[config.mk]
export PLATFORM = sky130hd
export DESIGN_NAME = ebt_xfer_engine
export DESIGN_NICKNAME = d
export VERILOG_FILES = /design/src/ebt_sync3.v /design/src/ebt_watchdog.v /design/src/ebt_xfer_engine.v
export VERILOG_INCLUDE_DIRS = /design/src
export SDC_FILE = /design/constraint.sdc
export NUM_CORES = 1
export LEC_CHECK = 0
export BUFFER_PORTS_ARGS = -buffer_cell sky130_fd_sc_hd__clkbuf_2
export CELL_PAD_IN_SITES_DETAIL_PLACEMENT = 0
export CELL_PAD_IN_SITES_GLOBAL_PLACEMENT = 2
export CORE_MARGIN = 3
export CORE_UTILIZATION = 25
export DETAILED_ROUTE_END_ITERATION = 16
export PLACE_DENSITY = 0.67
export SLEW_MARGIN = 5
export SYNTH_ARGS = -nofsm -noshare
export SYNTH_HDL_FRONTEND = slang
export SYNTH_SLANG_ARGS = --single-unit
[constraint.sdc]
create_clock -name ref_clk -period 4.26 [get_ports ref_clk]
set_input_delay 0.852 -clock ref_clk [delete_from_list [all_inputs] [get_ports ref_clk]]
set_output_delay 0.852 -clock ref_clk [all_outputs]
set_load 0.1 [all_outputs]
[src/ebt_map.vh]
`ifndef EBT_MAP_VH
`define EBT_MAP_VH

// Register indices
`define EBT_REG_CTRL      4'h0
`define EBT_REG_UNIT      4'h1
`define EBT_REG_INDEX     4'h2
`define EBT_REG_COUNT     4'h3
`define EBT_REG_CTLADDR   4'h4
`define EBT_REG_WDOG      4'h5
`define EBT_REG_STATUS    4'h6
`define EBT_REG_IRQ_STAT  4'h7
`define EBT_REG_IRQ_CLR   4'h8
`define EBT_REG_IRQ_EN    4'h9

// Control fields
`define EBT_CTRL_DIR_READ 0
`define EBT_CTRL_WIDE     1
`define EBT_CTRL_PULSE    2
`define EBT_CTRL_PERMIT   3
`define EBT_CTRL_MASTER   4
`define EBT_CTRL_W        5

// Status and interrupt fields
`define EBT_ST_BUSY       0
`define EBT_ST_EXEC       1
`define EBT_ST_SUSP       2
`define EBT_EV_DONE       0
`define EBT_EV_RANGE      1
`define EBT_EV_WDOG       2
`define EBT_EV_ISR_REFUSE 3
`define EBT_EV_W          4

// Operand limits
`define EBT_UNIT_MAX      16'h0007
`define EBT_INDEX_MAX     17'h07ffe
`define EBT_COUNT_MIN     16'h0001
`define EBT_COUNT_MAX     16'h7fff

// Reset values
`define EBT_CTRL_RST      5'h00
`define EBT_WDOG_RST      16'h00c8

// Timing
`define EBT_CLK_NS        20
`define EBT_WDOG_UNIT_NS  1000000
`define EBT_WDOG_TICK_CYC (`EBT_WDOG_UNIT_NS / `EBT_CLK_NS)

`endif

[src/ebt_sync3.v]
`timescale 1ns/10ps
module ebt_sync3 #(
  parameter W = 8
) (
  input  wire         ref_clk,
  input  wire         rst_b,
  input  wire [W-1:0] asyncIn,
  output reg  [W-1:0] syncOut
);
  reg [W-1:0] s1Q;
  reg [W-1:0] s2Q;
  reg [W-1:0] s3Q;
  genvar i;
  generate
    for (i = 0; i < W; i = i + 1)
    begin : g_bit
      always @(posedge ref_clk or negedge rst_b)
      begin
        if (!rst_b)
        begin
          s1Q[i]     <= 1'b0;
          s2Q[i]     <= 1'b0;
          s3Q[i]     <= 1'b0;
          syncOut[i] <= 1'b0;
        end
        else
        begin
          s1Q[i] <= asyncIn[i];
          s2Q[i] <= s1Q[i];
          s3Q[i] <= s2Q[i];
          // Change counts only once two stages agree
          if (s2Q[i] == s3Q[i])
            syncOut[i] <= s3Q[i];
        end
      end
    end
  endgenerate
endmodule

[src/ebt_watchdog.v]
`timescale 1ns/10ps
`include "ebt_map.vh"
module ebt_watchdog #(
  parameter TICK_CYC = `EBT_WDOG_TICK_CYC
) (
  input  wire        ref_clk,
  input  wire        rst_b,
  input  wire        kick,
  input  wire        periodWr,
  input  wire [15:0] period,
  output reg         expired
);
  reg [31:0] divQ;
  reg [15:0] elapsedQ;
  reg        firedQ;
  wire       tick = (divQ == TICK_CYC - 1);

  always @(posedge ref_clk or negedge rst_b)
  begin
    if (!rst_b)
    begin
      divQ     <= 32'h0;
      elapsedQ <= 16'h0;
      firedQ   <= 1'b0;
      expired  <= 1'b0;
    end
    else
    begin
      expired <= 1'b0;
      // New period restarts monitoring from now
      if (kick || periodWr)
      begin
        divQ     <= 32'h0;
        elapsedQ <= 16'h0;
        firedQ   <= 1'b0;
      end
      else
      begin
        divQ <= tick ? 32'h0 : divQ + 32'h1;
        if (tick && elapsedQ != 16'hffff)
          elapsedQ <= elapsedQ + 16'h1;
        // One report per overrun, not per tick
        if (!firedQ && elapsedQ >= period && period != 16'h0)
        begin
          expired <= 1'b1;
          firedQ  <= 1'b1;
        end
      end
    end
  end
endmodule

[src/ebt_xfer_engine.v]
// Local design decisions: strobed register access and the register addresses.
`timescale 1ns/10ps
`include "ebt_map.vh"
module ebt_xfer_engine #(
  parameter WDOG_TICK_CYC = `EBT_WDOG_TICK_CYC
) (
  input  wire        ref_clk,
  input  wire        rst_b,
  input  wire [3:0]  regAddr,
  input  wire [15:0] regWrData,
  input  wire        regWr,
  input  wire        regRd,
  output reg  [15:0] regRdData,
  input  wire        execCond,
  input  wire        scanStrobe,
  output reg         exec_state_out,
  input  wire        irqReq,
  input  wire        inIsr,
  input  wire        isrDone,
  output reg         irqGrant,
  output wire        irqOut,
  input  wire [7:0]  unitPresent,
  output reg  [7:0]  unitSel,
  output reg         masterSel,
  output reg  [14:0] bufAddr,
  output reg  [15:0] bufWrData,
  output wire        bufWr,
  output wire        bufRd,
  input  wire [15:0] bufRdData,
  output reg  [15:0] ctlAddr,
  output reg  [15:0] ctlWrData,
  output wire        ctlWr,
  output wire        ctlRd,
  input  wire [15:0] ctlRdData
);
  localparam S_IDLE  = 5'b00001;
  localparam S_FETCH = 5'b00010;
  localparam S_MOVE  = 5'b00100;
  localparam S_WRITE = 5'b01000;
  localparam S_SUSP  = 5'b10000;

  reg  [`EBT_CTRL_W-1:0] ctrlQ;
  reg  [15:0]            unitQ;
  reg  [15:0]            indexQ;
  reg  [15:0]            countQ;
  reg  [15:0]            ctlBaseQ;
  reg  [15:0]            wdogPeriodQ;
  reg  [`EBT_EV_W-1:0]   irqStatQ;
  reg  [`EBT_EV_W-1:0]   irqStatD;
  reg  [`EBT_EV_W-1:0]   irqEnQ;
  reg  [4:0]             stateQ;
  reg                    dirReadQ;
  reg  [15:0]            wordsLeftQ;
  reg                    condPrevQ;
  reg                    irqPendQ;
  wire [7:0]             presentSync;
  wire                   wdogExpired;

  wire permit   = ctrlQ[`EBT_CTRL_PERMIT];
  wire wide     = ctrlQ[`EBT_CTRL_WIDE];
  wire isWr     = regWr && regAddr == `EBT_REG_WDOG;

  // Continuous form keys on scan, pulse form on rising condition
  wire trigger = ctrlQ[`EBT_CTRL_PULSE] ? (execCond && !condPrevQ)
                                        : (execCond && scanStrobe);

  // Locate the n-th present unit in physical order
  function [7:0] nth_present;
    input [7:0] present;
    input [2:0] n;
    integer     k;
    reg   [3:0] seen;
    begin
      nth_present = 8'h0;
      seen        = 4'h0;
      for (k = 0; k < 8; k = k + 1)
      begin
        if (present[k])
        begin
          if (seen == {1'b0, n})
            nth_present = 8'h1 << k;
          seen = seen + 4'h1;
        end
      end
    end
  endfunction

  wire        masterHit = ctrlQ[`EBT_CTRL_MASTER] && unitQ == 16'h0;
  wire [2:0]  extNum    = ctrlQ[`EBT_CTRL_MASTER] ? unitQ[2:0] - 3'h1
                                                  : unitQ[2:0];
  wire [7:0]  unitHot   = masterHit ? 8'h0 : nth_present(presentSync, extNum);
  wire [16:0] wordTotal = wide ? {countQ, 1'b0} : {1'b0, countQ};
  wire [16:0] lastIndex = {1'b0, indexQ} + wordTotal - 17'h1;
  wire        unitOk    = unitQ <= `EBT_UNIT_MAX
                          && (masterHit || unitHot != 8'h0);
  wire        countOk   = countQ >= `EBT_COUNT_MIN
                          && countQ <= `EBT_COUNT_MAX;
  wire        indexOk   = {1'b0, indexQ} <= `EBT_INDEX_MAX
                          && lastIndex <= `EBT_INDEX_MAX;
  wire        operandOk = unitOk && countOk && indexOk;
  // A routine may only start a transfer when interrupts are held off
  wire        isrRefuse = permit && inIsr;
  wire        startOk   = (stateQ == S_IDLE) && trigger && operandOk && !isrRefuse;
  wire        lastWord  = wordsLeftQ == 16'h1;
  wire        wordEnd   = stateQ == S_WRITE;
  wire        finish    = wordEnd && lastWord;
  wire        suspendGo = wordEnd && !lastWord && permit && irqPendQ;

  // Strobes follow state; addresses and data are registered
  assign ctlRd = (stateQ == S_FETCH) && !dirReadQ;
  assign bufRd = (stateQ == S_FETCH) && dirReadQ;
  assign bufWr = (stateQ == S_WRITE) && !dirReadQ;
  assign ctlWr = (stateQ == S_WRITE) && dirReadQ;
  assign irqOut = |(irqStatQ & irqEnQ);

  ebt_sync3 #(
    .W (8)
  ) u_present_sync (
    .ref_clk (ref_clk),
    .rst_b   (rst_b),
    .asyncIn (unitPresent),
    .syncOut (presentSync)
  );

  ebt_watchdog #(
    .TICK_CYC (WDOG_TICK_CYC)
  ) u_watchdog (
    .ref_clk  (ref_clk),
    .rst_b    (rst_b),
    .kick     (scanStrobe),
    .periodWr (isWr),
    .period   (wdogPeriodQ),
    .expired  (wdogExpired)
  );

  // Sticky events; a new event beats a clear in the same cycle
  always @*
  begin
    irqStatD = irqStatQ;
    if (regWr && regAddr == `EBT_REG_IRQ_CLR)
      irqStatD = irqStatD & ~regWrData[`EBT_EV_W-1:0];
    if (finish)
      irqStatD[`EBT_EV_DONE] = 1'b1;
    if (stateQ == S_IDLE && trigger && !operandOk)
      irqStatD[`EBT_EV_RANGE] = 1'b1;
    if (wdogExpired)
      irqStatD[`EBT_EV_WDOG] = 1'b1;
    if (stateQ == S_IDLE && trigger && operandOk && isrRefuse)
      irqStatD[`EBT_EV_ISR_REFUSE] = 1'b1;
  end

  // Register writes
  always @(posedge ref_clk or negedge rst_b)
  begin
    if (!rst_b)
    begin
      ctrlQ       <= `EBT_CTRL_RST;
      unitQ       <= 16'h0;
      indexQ      <= 16'h0;
      countQ      <= 16'h0;
      ctlBaseQ    <= 16'h0;
      wdogPeriodQ <= `EBT_WDOG_RST;
      irqEnQ      <= 4'h0;
      irqStatQ    <= 4'h0;
    end
    else
    begin
      irqStatQ <= irqStatD;
      if (regWr)
      begin
        case (regAddr)
          `EBT_REG_CTRL:    ctrlQ       <= regWrData[`EBT_CTRL_W-1:0];
          `EBT_REG_UNIT:    unitQ       <= regWrData;
          `EBT_REG_INDEX:   indexQ      <= regWrData;
          `EBT_REG_COUNT:   countQ      <= regWrData;
          `EBT_REG_CTLADDR: ctlBaseQ    <= regWrData;
          `EBT_REG_WDOG:    wdogPeriodQ <= regWrData;
          `EBT_REG_IRQ_EN:  irqEnQ      <= regWrData[`EBT_EV_W-1:0];
          default:          irqEnQ      <= irqEnQ;
        endcase
      end
    end
  end

  // Register reads, data valid the cycle after the strobe
  always @(posedge ref_clk or negedge rst_b)
  begin
    if (!rst_b)
      regRdData <= 16'h0;
    else if (regRd)
    begin
      case (regAddr)
        `EBT_REG_CTRL:     regRdData <= {11'h0, ctrlQ};
        `EBT_REG_UNIT:     regRdData <= unitQ;
        `EBT_REG_INDEX:    regRdData <= indexQ;
        `EBT_REG_COUNT:    regRdData <= countQ;
        `EBT_REG_CTLADDR:  regRdData <= ctlBaseQ;
        `EBT_REG_WDOG:     regRdData <= wdogPeriodQ;
        `EBT_REG_STATUS:   regRdData <= {13'h0, stateQ == S_SUSP, exec_state_out,
                                         stateQ != S_IDLE};
        `EBT_REG_IRQ_STAT: regRdData <= {12'h0, irqStatQ};
        default:           regRdData <= 16'h0;
      endcase
    end
    else
      regRdData <= 16'h0;
  end

  // Transfer engine: fetch, capture, store, one word per three cycles
  always @(posedge ref_clk or negedge rst_b)
  begin
    if (!rst_b)
    begin
      stateQ         <= S_IDLE;
      dirReadQ       <= 1'b0;
      wordsLeftQ     <= 16'h0;
      bufAddr        <= 15'h0;
      bufWrData      <= 16'h0;
      ctlAddr        <= 16'h0;
      ctlWrData      <= 16'h0;
      unitSel        <= 8'h0;
      masterSel      <= 1'b0;
      condPrevQ      <= 1'b0;
      exec_state_out <= 1'b0;
    end
    else
    begin
      condPrevQ <= execCond;
      if (!execCond)
        exec_state_out <= 1'b0;
      case (stateQ)
        S_IDLE:
        begin
          if (startOk)
          begin
            stateQ     <= S_FETCH;
            dirReadQ   <= ctrlQ[`EBT_CTRL_DIR_READ];
            wordsLeftQ <= wordTotal[15:0];
            bufAddr    <= indexQ[14:0];
            ctlAddr    <= ctlBaseQ;
            unitSel    <= unitHot;
            masterSel  <= masterHit;
          end
          else if (trigger)
            exec_state_out <= 1'b0;
        end
        S_FETCH:
          stateQ <= S_MOVE;
        S_MOVE:
        begin
          bufWrData <= ctlRdData;
          ctlWrData <= bufRdData;
          stateQ    <= S_WRITE;
        end
        S_WRITE:
        begin
          // Consecutive indices keep low half before high half
          wordsLeftQ <= wordsLeftQ - 16'h1;
          if (dirReadQ)
            bufAddr <= bufAddr + 15'h1;
          else
            bufAddr <= bufAddr + 15'h1;
          ctlAddr <= ctlAddr + 16'h1;
          if (finish)
          begin
            stateQ         <= S_IDLE;
            unitSel        <= 8'h0;
            masterSel      <= 1'b0;
            exec_state_out <= execCond;
          end
          else if (suspendGo)
            stateQ <= S_SUSP;
          else
            stateQ <= S_FETCH;
        end
        S_SUSP:
        begin
          if (isrDone)
            stateQ <= S_FETCH;
        end
        default:
          stateQ <= S_IDLE;
      endcase
    end
  end

  // Interrupt arbitration against the transfer
  always @(posedge ref_clk or negedge rst_b)
  begin
    if (!rst_b)
    begin
      irqPendQ <= 1'b0;
      irqGrant <= 1'b0;
    end
    else
    begin
      irqGrant <= 1'b0;
      if (irqPendQ && (finish || suspendGo
                       || (stateQ == S_IDLE && !startOk)))
      begin
        irqGrant <= 1'b1;
        irqPendQ <= irqReq;
      end
      else if (irqReq)
        irqPendQ <= 1'b1;
    end
  end
endmodule

Word-level counts from Yosys, hierarchy flattened:

Cells that the tools add are included.

* register bits: 289
* bits of input ports: 69
* output and inout port bits: 95
* word-level logic and storage cells: 252

* $add $sub $neg: 14
* $lt $le $gt $ge: 6
* eq/ne operators: 36
* muxes and demuxes: 67
* bitwise logic cells: 3
* reduce and logical (&&, ||, !) cells: 65

Operators with widths (number)
* $mux 8: 18
* $pmux 16 s8: 1
* $mux 16: 5
* $mux 32: 2
* $pmux 16 s2: 2
* $add 16x1->16 const B: 2
* $add 32x1->32 const B: 1
* $eq 32x16->1 const B: 1
* $le 16x15->1 const B: 2
* $pmux 15 s2: 1
* $logic_and 1x1->1: 29
* $eq 4x3->1: 7
* $mux 4: 7
* $pmux 5 s5: 1
* $add 4x1->4 const B: 6
* $mux 1: 20
* $mux 5: 4
* $reduce_and 2->1: 10
* $add 16x17->17: 1
* $le 17x15->1 const B: 1
* $mux 17: 1
* $sub 17x1->17 const B: 1
* $eq 16x1->1 const B: 1
* $eq 4x3->1 const B: 4
* other kinds (35): 63

Depth between registers and ports, before layout:

* depth in word-level cells: 32
* depth in mapped cells: 22
* gate-level depth less buffers: 20

Modules after synthesis:

From an unflattened synthesis, not the netlist that was laid out.

* cell total of the unflattened synthesis: 1572
* area, all modules: 15836.4 um2

By module, submodules not included
* ebt_xfer_engine: times used 1, cells an instance 1193, area each 11882.6 um2, seq. area each 5185.0 um2
* ebt_watchdog: times used 1, cells an instance 339, area each 3062.9 um2, seq. area each 1251.2 um2
* ebt_sync3: times used 1, cells an instance 40, area each 890.9 um2, seq. area each 800.8 um2

Least setup slack after synthesis:

Ideal clock, no wire load.

* path kind: reg2reg
* from: register u_present_sync.syncOut[0]
* to: register ctlAddr[12]
* library setup time: 0.124 ns
* arrival time: 4.207 ns
* data required time: 4.136 ns
* slack: -0.072 ns
* stages on the path, launching flop included: 23
* buffers on the path: 2
* clock period less this slack: 4.332 ns
* cells stage by stage: dfrtp_1 > inv_1 > ha_1 > xnor2_1 > inv_1 > ha_1 > nand2_1 > o31ai_1 > ha_1 > mux2_2 > ha_1 > inv_1 > a2bb2oi_1 > ha_1 > xor2_1 > nand3b_1 > nor3b_2 > nand2_2 > a31o_2 > buf_6 > buf_6 > o22ai_1 > nor2_1

* longest elaborated chain between the ends: 26
* elaborated cells between the ends (all ways): 45
* those cells by class: add/sub: 6; eq/ne: 8; mux: 23; reduce/logical: 8

RTL lines
* start: declaration: RTL line ebt_sync3.v:8 `output reg [W-1:0] syncOut`
* start signal: indexed assignment: RTL line ebt_sync3.v:33 `syncOut[i] <= s3Q[i];`
* $mux 1: RTL line ebt_xfer_engine.v:78 `if (present[k])`
* $add 4x1->4 / $eq 4x3->1 (equally long branches): RTL line ebt_xfer_engine.v:82, ebt_xfer_engine.v:80
* $mux 4 / $mux 8 (equally long branches): RTL line ebt_xfer_engine.v:78, ebt_xfer_engine.v:80
* $add 4x1->4, or another cell as far along: RTL line ebt_xfer_engine.v:82 `seen = seen + 4'h1;`
* $mux 4 / $mux 8 (equally long branches): RTL line ebt_xfer_engine.v:78, ebt_xfer_engine.v:80
* $add 4x1->4, or another cell as far along: RTL line ebt_xfer_engine.v:82
* $mux 4 / $mux 8 (equally long branches): RTL line ebt_xfer_engine.v:78, ebt_xfer_engine.v:80
* $add 4x1->4, or another cell as far along: RTL line ebt_xfer_engine.v:82
* [... 8 more ...]
* $mux 8 *: RTL line ebt_xfer_engine.v:91 `wire [7:0] unitHot = masterHit ? 8'h0 : nth_present(presentSync, extNum);`
* $reduce_bool 8->1 *: RTL line ebt_xfer_engine.v:95 `&& (masterHit || unitHot != 8'h0);`
* $logic_or 1x1->1 *: RTL line ebt_xfer_engine.v:95
* $logic_and 1x1->1 *: RTL line ebt_xfer_engine.v:94 `` wire unitOk = unitQ <= `EBT_UNIT_MAX ``
* $logic_and 1x1->1 * (2 in series): RTL line ebt_xfer_engine.v:100 `wire operandOk = unitOk && countOk && indexOk;`
* $logic_and 1x1->1 * (2 in series): RTL line ebt_xfer_engine.v:103 `wire startOk = (stateQ == S_IDLE) && trigger && operandOk && !isrRefuse;`
* $ne 2x2->1 (no source line) *
* $reduce_and 2->1 (no source line) *
* end signal: assignment: RTL line ebt_xfer_engine.v:240 `ctlAddr <= ctlBaseQ;`
* end signal: assignment: RTL line ebt_xfer_engine.v:263 `ctlAddr <= ctlAddr + 16'h1;`
* end: declaration: RTL line ebt_xfer_engine.v:30 `output reg [15:0] ctlAddr,`

Mark *: on every way between the ends. The rest lies on a longest branch, timed or not.
A chain may end at the register's enable or synchronous reset.

Worst setup path in the final report:

* from: register u_present_sync.syncOut[0]
* to: register ctlAddr[5]

Same word-level chain as after synthesis.

==> impl_results.md <==
* Status: completed
* Syn_nets at 1,640
* Yosys top cell by area: dfrtp_1
* Sequential area share after synthesis at 0.4663
* Worst path max stage delay at about 0.38 ns
* H-tree Lvls at 2
* Worst VDD drop at around 350 uV
* Tmin final at between 4 and 5 ns
* GRT Util Overall at 0.1555
* Critical path type: reg -> reg
* Synth Area in XOR/XNOR at 0.05087
* PortBufs at roughly 160
* Register share of total power at 0.303
* Measured slew at the worst slew-check pin at ~1.1 ns
* Die width at about 260 um
* Largest family of logic cells by synthesized area: simple AND/OR/NAND/NOR gates
* Gpl congestion at 0.8469
* Final Util at 0.3238
* Finish-stage setup viols at 0
* Post-synth top cells: dfrtp_1, nor2_1, mux2_2, nand2_1, inv_1
* Die ar. at roughly 65,000 sq um
* Register-to-register setup slack at approximately 0.11 ns
* Total Power at roughly 12 mW
* Hold Crit Class: reg -> reg
* Max-slew headroom at 0.2598
* Req. time, crit path at between 4 and 5 ns
* DRT iter0 DRCs at 789
* Hold endpoint: u_present_sync.s2Q[0]$_DFF_PN0_
* Setup TNS at 0 ns
* Most numerous cell in the Yosys netlist: dfrtp_1
* Clk network pwr share at 0.263
* First-pass GRT wire length at roughly 80 mm
* Worst Path Arrival at between 4 and 5 ns
* RSZ-0062 raised after global routing: yes
* Synth Instances at 1,509
* Number of placed cells counting well taps at around 2,500
* TritonCTS clock tree: built
* Worst slack at placement at -0.2130 ns
* Crit path max-delay cell type: dfrtp_1
* Most used DFF post-synth: dfrtp_1
* Multi-input logic area at between 7000 and 8000 sq um
* Combinational share of power at 0.434
* Synth Area in Simple Gates at 0.1624
* P_sw at slightly above 5 mW
* Startpoint types: flip-flop
* CP Max Fanout at 4
* Sink Count at around 290
* Die Span Y at about 260 um
* Sw Share at 0.4182
* Kind of cell adding the most delay to the critical path: adder cells
* Post-synth top area share at 0.4595
* Nature of the critical path endpoint: flip-flop
* Vias in the first global route at 12,780
* Max Transition Viols Final at 0
* Hold Path Origin: u_present_sync.s1Q[0]$_DFF_PN0_
* Cell Pwr Density at between 600 and 700 nW/um^2
* # fillers at 6,300
* Hold depth at 0
* Post-Syn Area per Cell at between 10 and 15 sq um
* CTS Hold Bufs at 0
* DR pass1 iterations at 5
* Worst reg2reg endpoint: ctlAddr[5]$_DFFE_PN0P_
* # nets final at 1,902
* Post-route setup slack at ~0.11 ns
* Total routed wirelength at between 50 and 60 mm
* Largest net degree at the start of global routing at 110
* Non-filler instance count after layout at about 2,600
* Post-synthesis mux area share at 0.1028
* Compound-Gate Fraction of Synth Area at 0.1243
* #FFs+latches synth at ~290
* Pleak at 8.850 nW
* Synth cell types at 85
* Number of antenna violations at the first check in global routing at 3
* Core Region at 60,920 sq um
* Reg clk slew, reported paths at about 0.060 ns
* Largest cells by area after synthesis: dfrtp_1, mux2_2, ha_1, nor2_1, nand2_1
* Final period utilization at 0.9734
* Area delta synth->final at 27.11%
* Worst-skew pair later-pin latency at about 0.57 ns
* Mapped cell area at between 15,000 and 20,000 sq um
* # rows at 90
* Post-route DRC at 0
* Number of I/O pins at roughly 160
* Ys async rst share at 1.000
* Internal power at about 7.1 mW
* Reg2reg path depth at 23
* Layout Skew at between 0.02 and 0.03 ns
* CTS buffer count at 37
* Achievable Freq at between 0.2 and 0.25 GHz
* Root buf cell: clkbuf_16
* Proportion of layout cells with a drive suffix above 1 at 0.3022
* Via density at between 4 and 5
* Routed len/inst at 19.43 um
* Sequential standard cell area at between 7000 and 8000 sq um
* Initial Util at 0.2548
* Total grt overflow at 0
* Final antenna-violating net count at 0
* Crit-path cells: inv_2, ha_4, xnor2_4, inv_2, ha_4, nand2_4, o31ai_4, ha_4, mux2_4, ha_4, inv_4, a2bb2oi_4, ha_4, xor2_1, nand3b_1, nor3b_2, nand2_2, buf_6, a31oi_4, buf_12, buf_12, nor3_1, a211oi_1
* Adder-Cell Fraction of Synth Area at 0.05563
* Max Cap Violations at 0
* EDFF count, synth at 0
* RR Startpoint: u_present_sync.syncOut[0]$_DFFE_PN0N_
* Most frequent CP cell: ha_4
* Yosys warns at 0
* CP bufs+invs at 6
* Final Hold Vio Count at 0
* Hpwl dp at just under 40 mm
* CTS max path bufs at 3
* Via count at ~13,000
==> metal layers <==
layer	share of wire	vias up	track usage
li1	-	6014	-
met1	0.46	6397	0.2147
met2	0.47	276	0.2516
met3	0.046	66	0.02713
met4	0.022	2	0.04219
met5	0.00039	-	0
==> power groups by stage <==
stage | registers, mW | clock network, mW | logic [mW]
floorplan | 4.70 | 0 | 2.37
global placement | 3.72 | 0 | 5.02
detailed placement | 3.73 | 0 | 5.06
CTS | 3.70 | 3.33 | 5.13
global route | 3.77 | 3.43 | 5.72
finish | 3.71 | 3.21 | 5.30
==> what timing repair did <==
action,in CTS,in global routing
resized for setup,20,39
endpoints found under the setup margin,62,63
setup buffers,5,6
pin swaps,12,14
endpoints found under the hold margin,0,0
cloned,2,0
==> logic make-up after synthesis <==
| group | Yosys count |
|---|---|
| AND/OR/NAND/NOR | 506 |
| flip-flops | 289 |
| AO/OA/AOI/OAI | 271 |
| multiplexers | 144 |
| buffers and inverters | 143 |
| XOR/XNOR | 86 |
| adder cells (fa/ha/maj) | 70 |
==> worst max path at each step <==
stage,from,to,slack (ns),cells past startpoint
floorplan,u_present_sync.syncOut[0]$_DFFE_PN0N_,ctlAddr[12]$_DFFE_PN0P_,0.0006,22
global placement,ctrlQ[1]$_DFFE_PN0P_,ctlAddr[11]$_DFFE_PN0P_,-0.11,18
detailed placement,ctrlQ[1]$_DFFE_PN0P_,ctlAddr[5]$_DFFE_PN0P_,-0.21,17
CTS,u_present_sync.syncOut[0]$_DFFE_PN0N_,wordsLeftQ[0]$_DFFE_PN0P_,-0.06,23
global route,u_present_sync.syncOut[1]$_DFFE_PN0N_,bufAddr[10]$_DFFE_PN0P_,-0.11,23
finish,u_present_sync.syncOut[0]$_DFFE_PN0N_,ctlAddr[5]$_DFFE_PN0P_,0.11,23
==> flip-flops by register name, indices dropped and copies added, names as in the netlist, 15 cells and up <==
signal	count
ctlAddr	16
bufWrData	16
u_watchdog.divQ	32
ctlBaseQ	16
unitQ	16
bufAddr	15
u_watchdog.elapsedQ	16
wordsLeftQ	16
countQ	16
ctlWrData	16
regRdData	16
indexQ	16
wdogPeriodQ	16
==> worst reg2reg max path: stages, from the launching register on <==
cell	delay, ns
dfrtp_1	0.38
inv_2	0.08
ha_4	0.21
xnor2_4	0.17
inv_2	0.07
ha_4	0.27
nand2_4	0.06
o31ai_4	0.09
ha_4	0.25
mux2_4	0.28
ha_4	0.27
inv_4	0.03
a2bb2oi_4	0.17
ha_4	0.22
xor2_1	0.14
nand3b_1	0.12
nor3b_2	0.22
nand2_2	0.12
buf_6	0.15
a31oi_4	0.22
buf_12	0.16
buf_12	0.10
nor3_1	0.04
a211oi_1	0.21
==> final cells by class <==
| class | instances | share of cell area |
|---|---|---|
| Inverter | 82 | 0.01573 |
| Timing Repair Buffer | 284 | 0.09666 |
| Sequential cell | 289 | 0.3670 |
| Clock inverter | 13 | 0.01135 |
| Antenna cell | 2 | 0.0002537 |
| Tap cell | 828 | 0.05251 |
| Clock buffer | 52 | 0.05182 |
| Multi-Input combinational cell | 1077 | 0.4047 |
==> stage by stage <==
stage	hold slack, ns	cell area (sq um)
6_report	0.3307	19730
2_1_floorplan	0.3312	15530
4_1_cts	0.3375	19490
5_1_grt	0.3503	19720
3_5_place_dp	0.3356	18080
3_3_place_gp	0.3342	18080
==> cell usage in the layout (no fill, tap or decap), drive strengths merged, types with 9 or more instances in the layout <==
cell,n
a221oi,10
a21oi,37
mux2,123
buf,122
or3,14
xor2,46
and3,23
mux2i,21
a22oi,28
dfrtp,285
inv,83
ha,61
clkbuf,214
a21o,11
and2,9
nand4,28
a211oi,22
o21ai,53
nor4,25
a31oi,26
nor2,124
xnor2,38
nor3,42
nand3,65
nand2,123
Power figures use the tool's default switching activity.
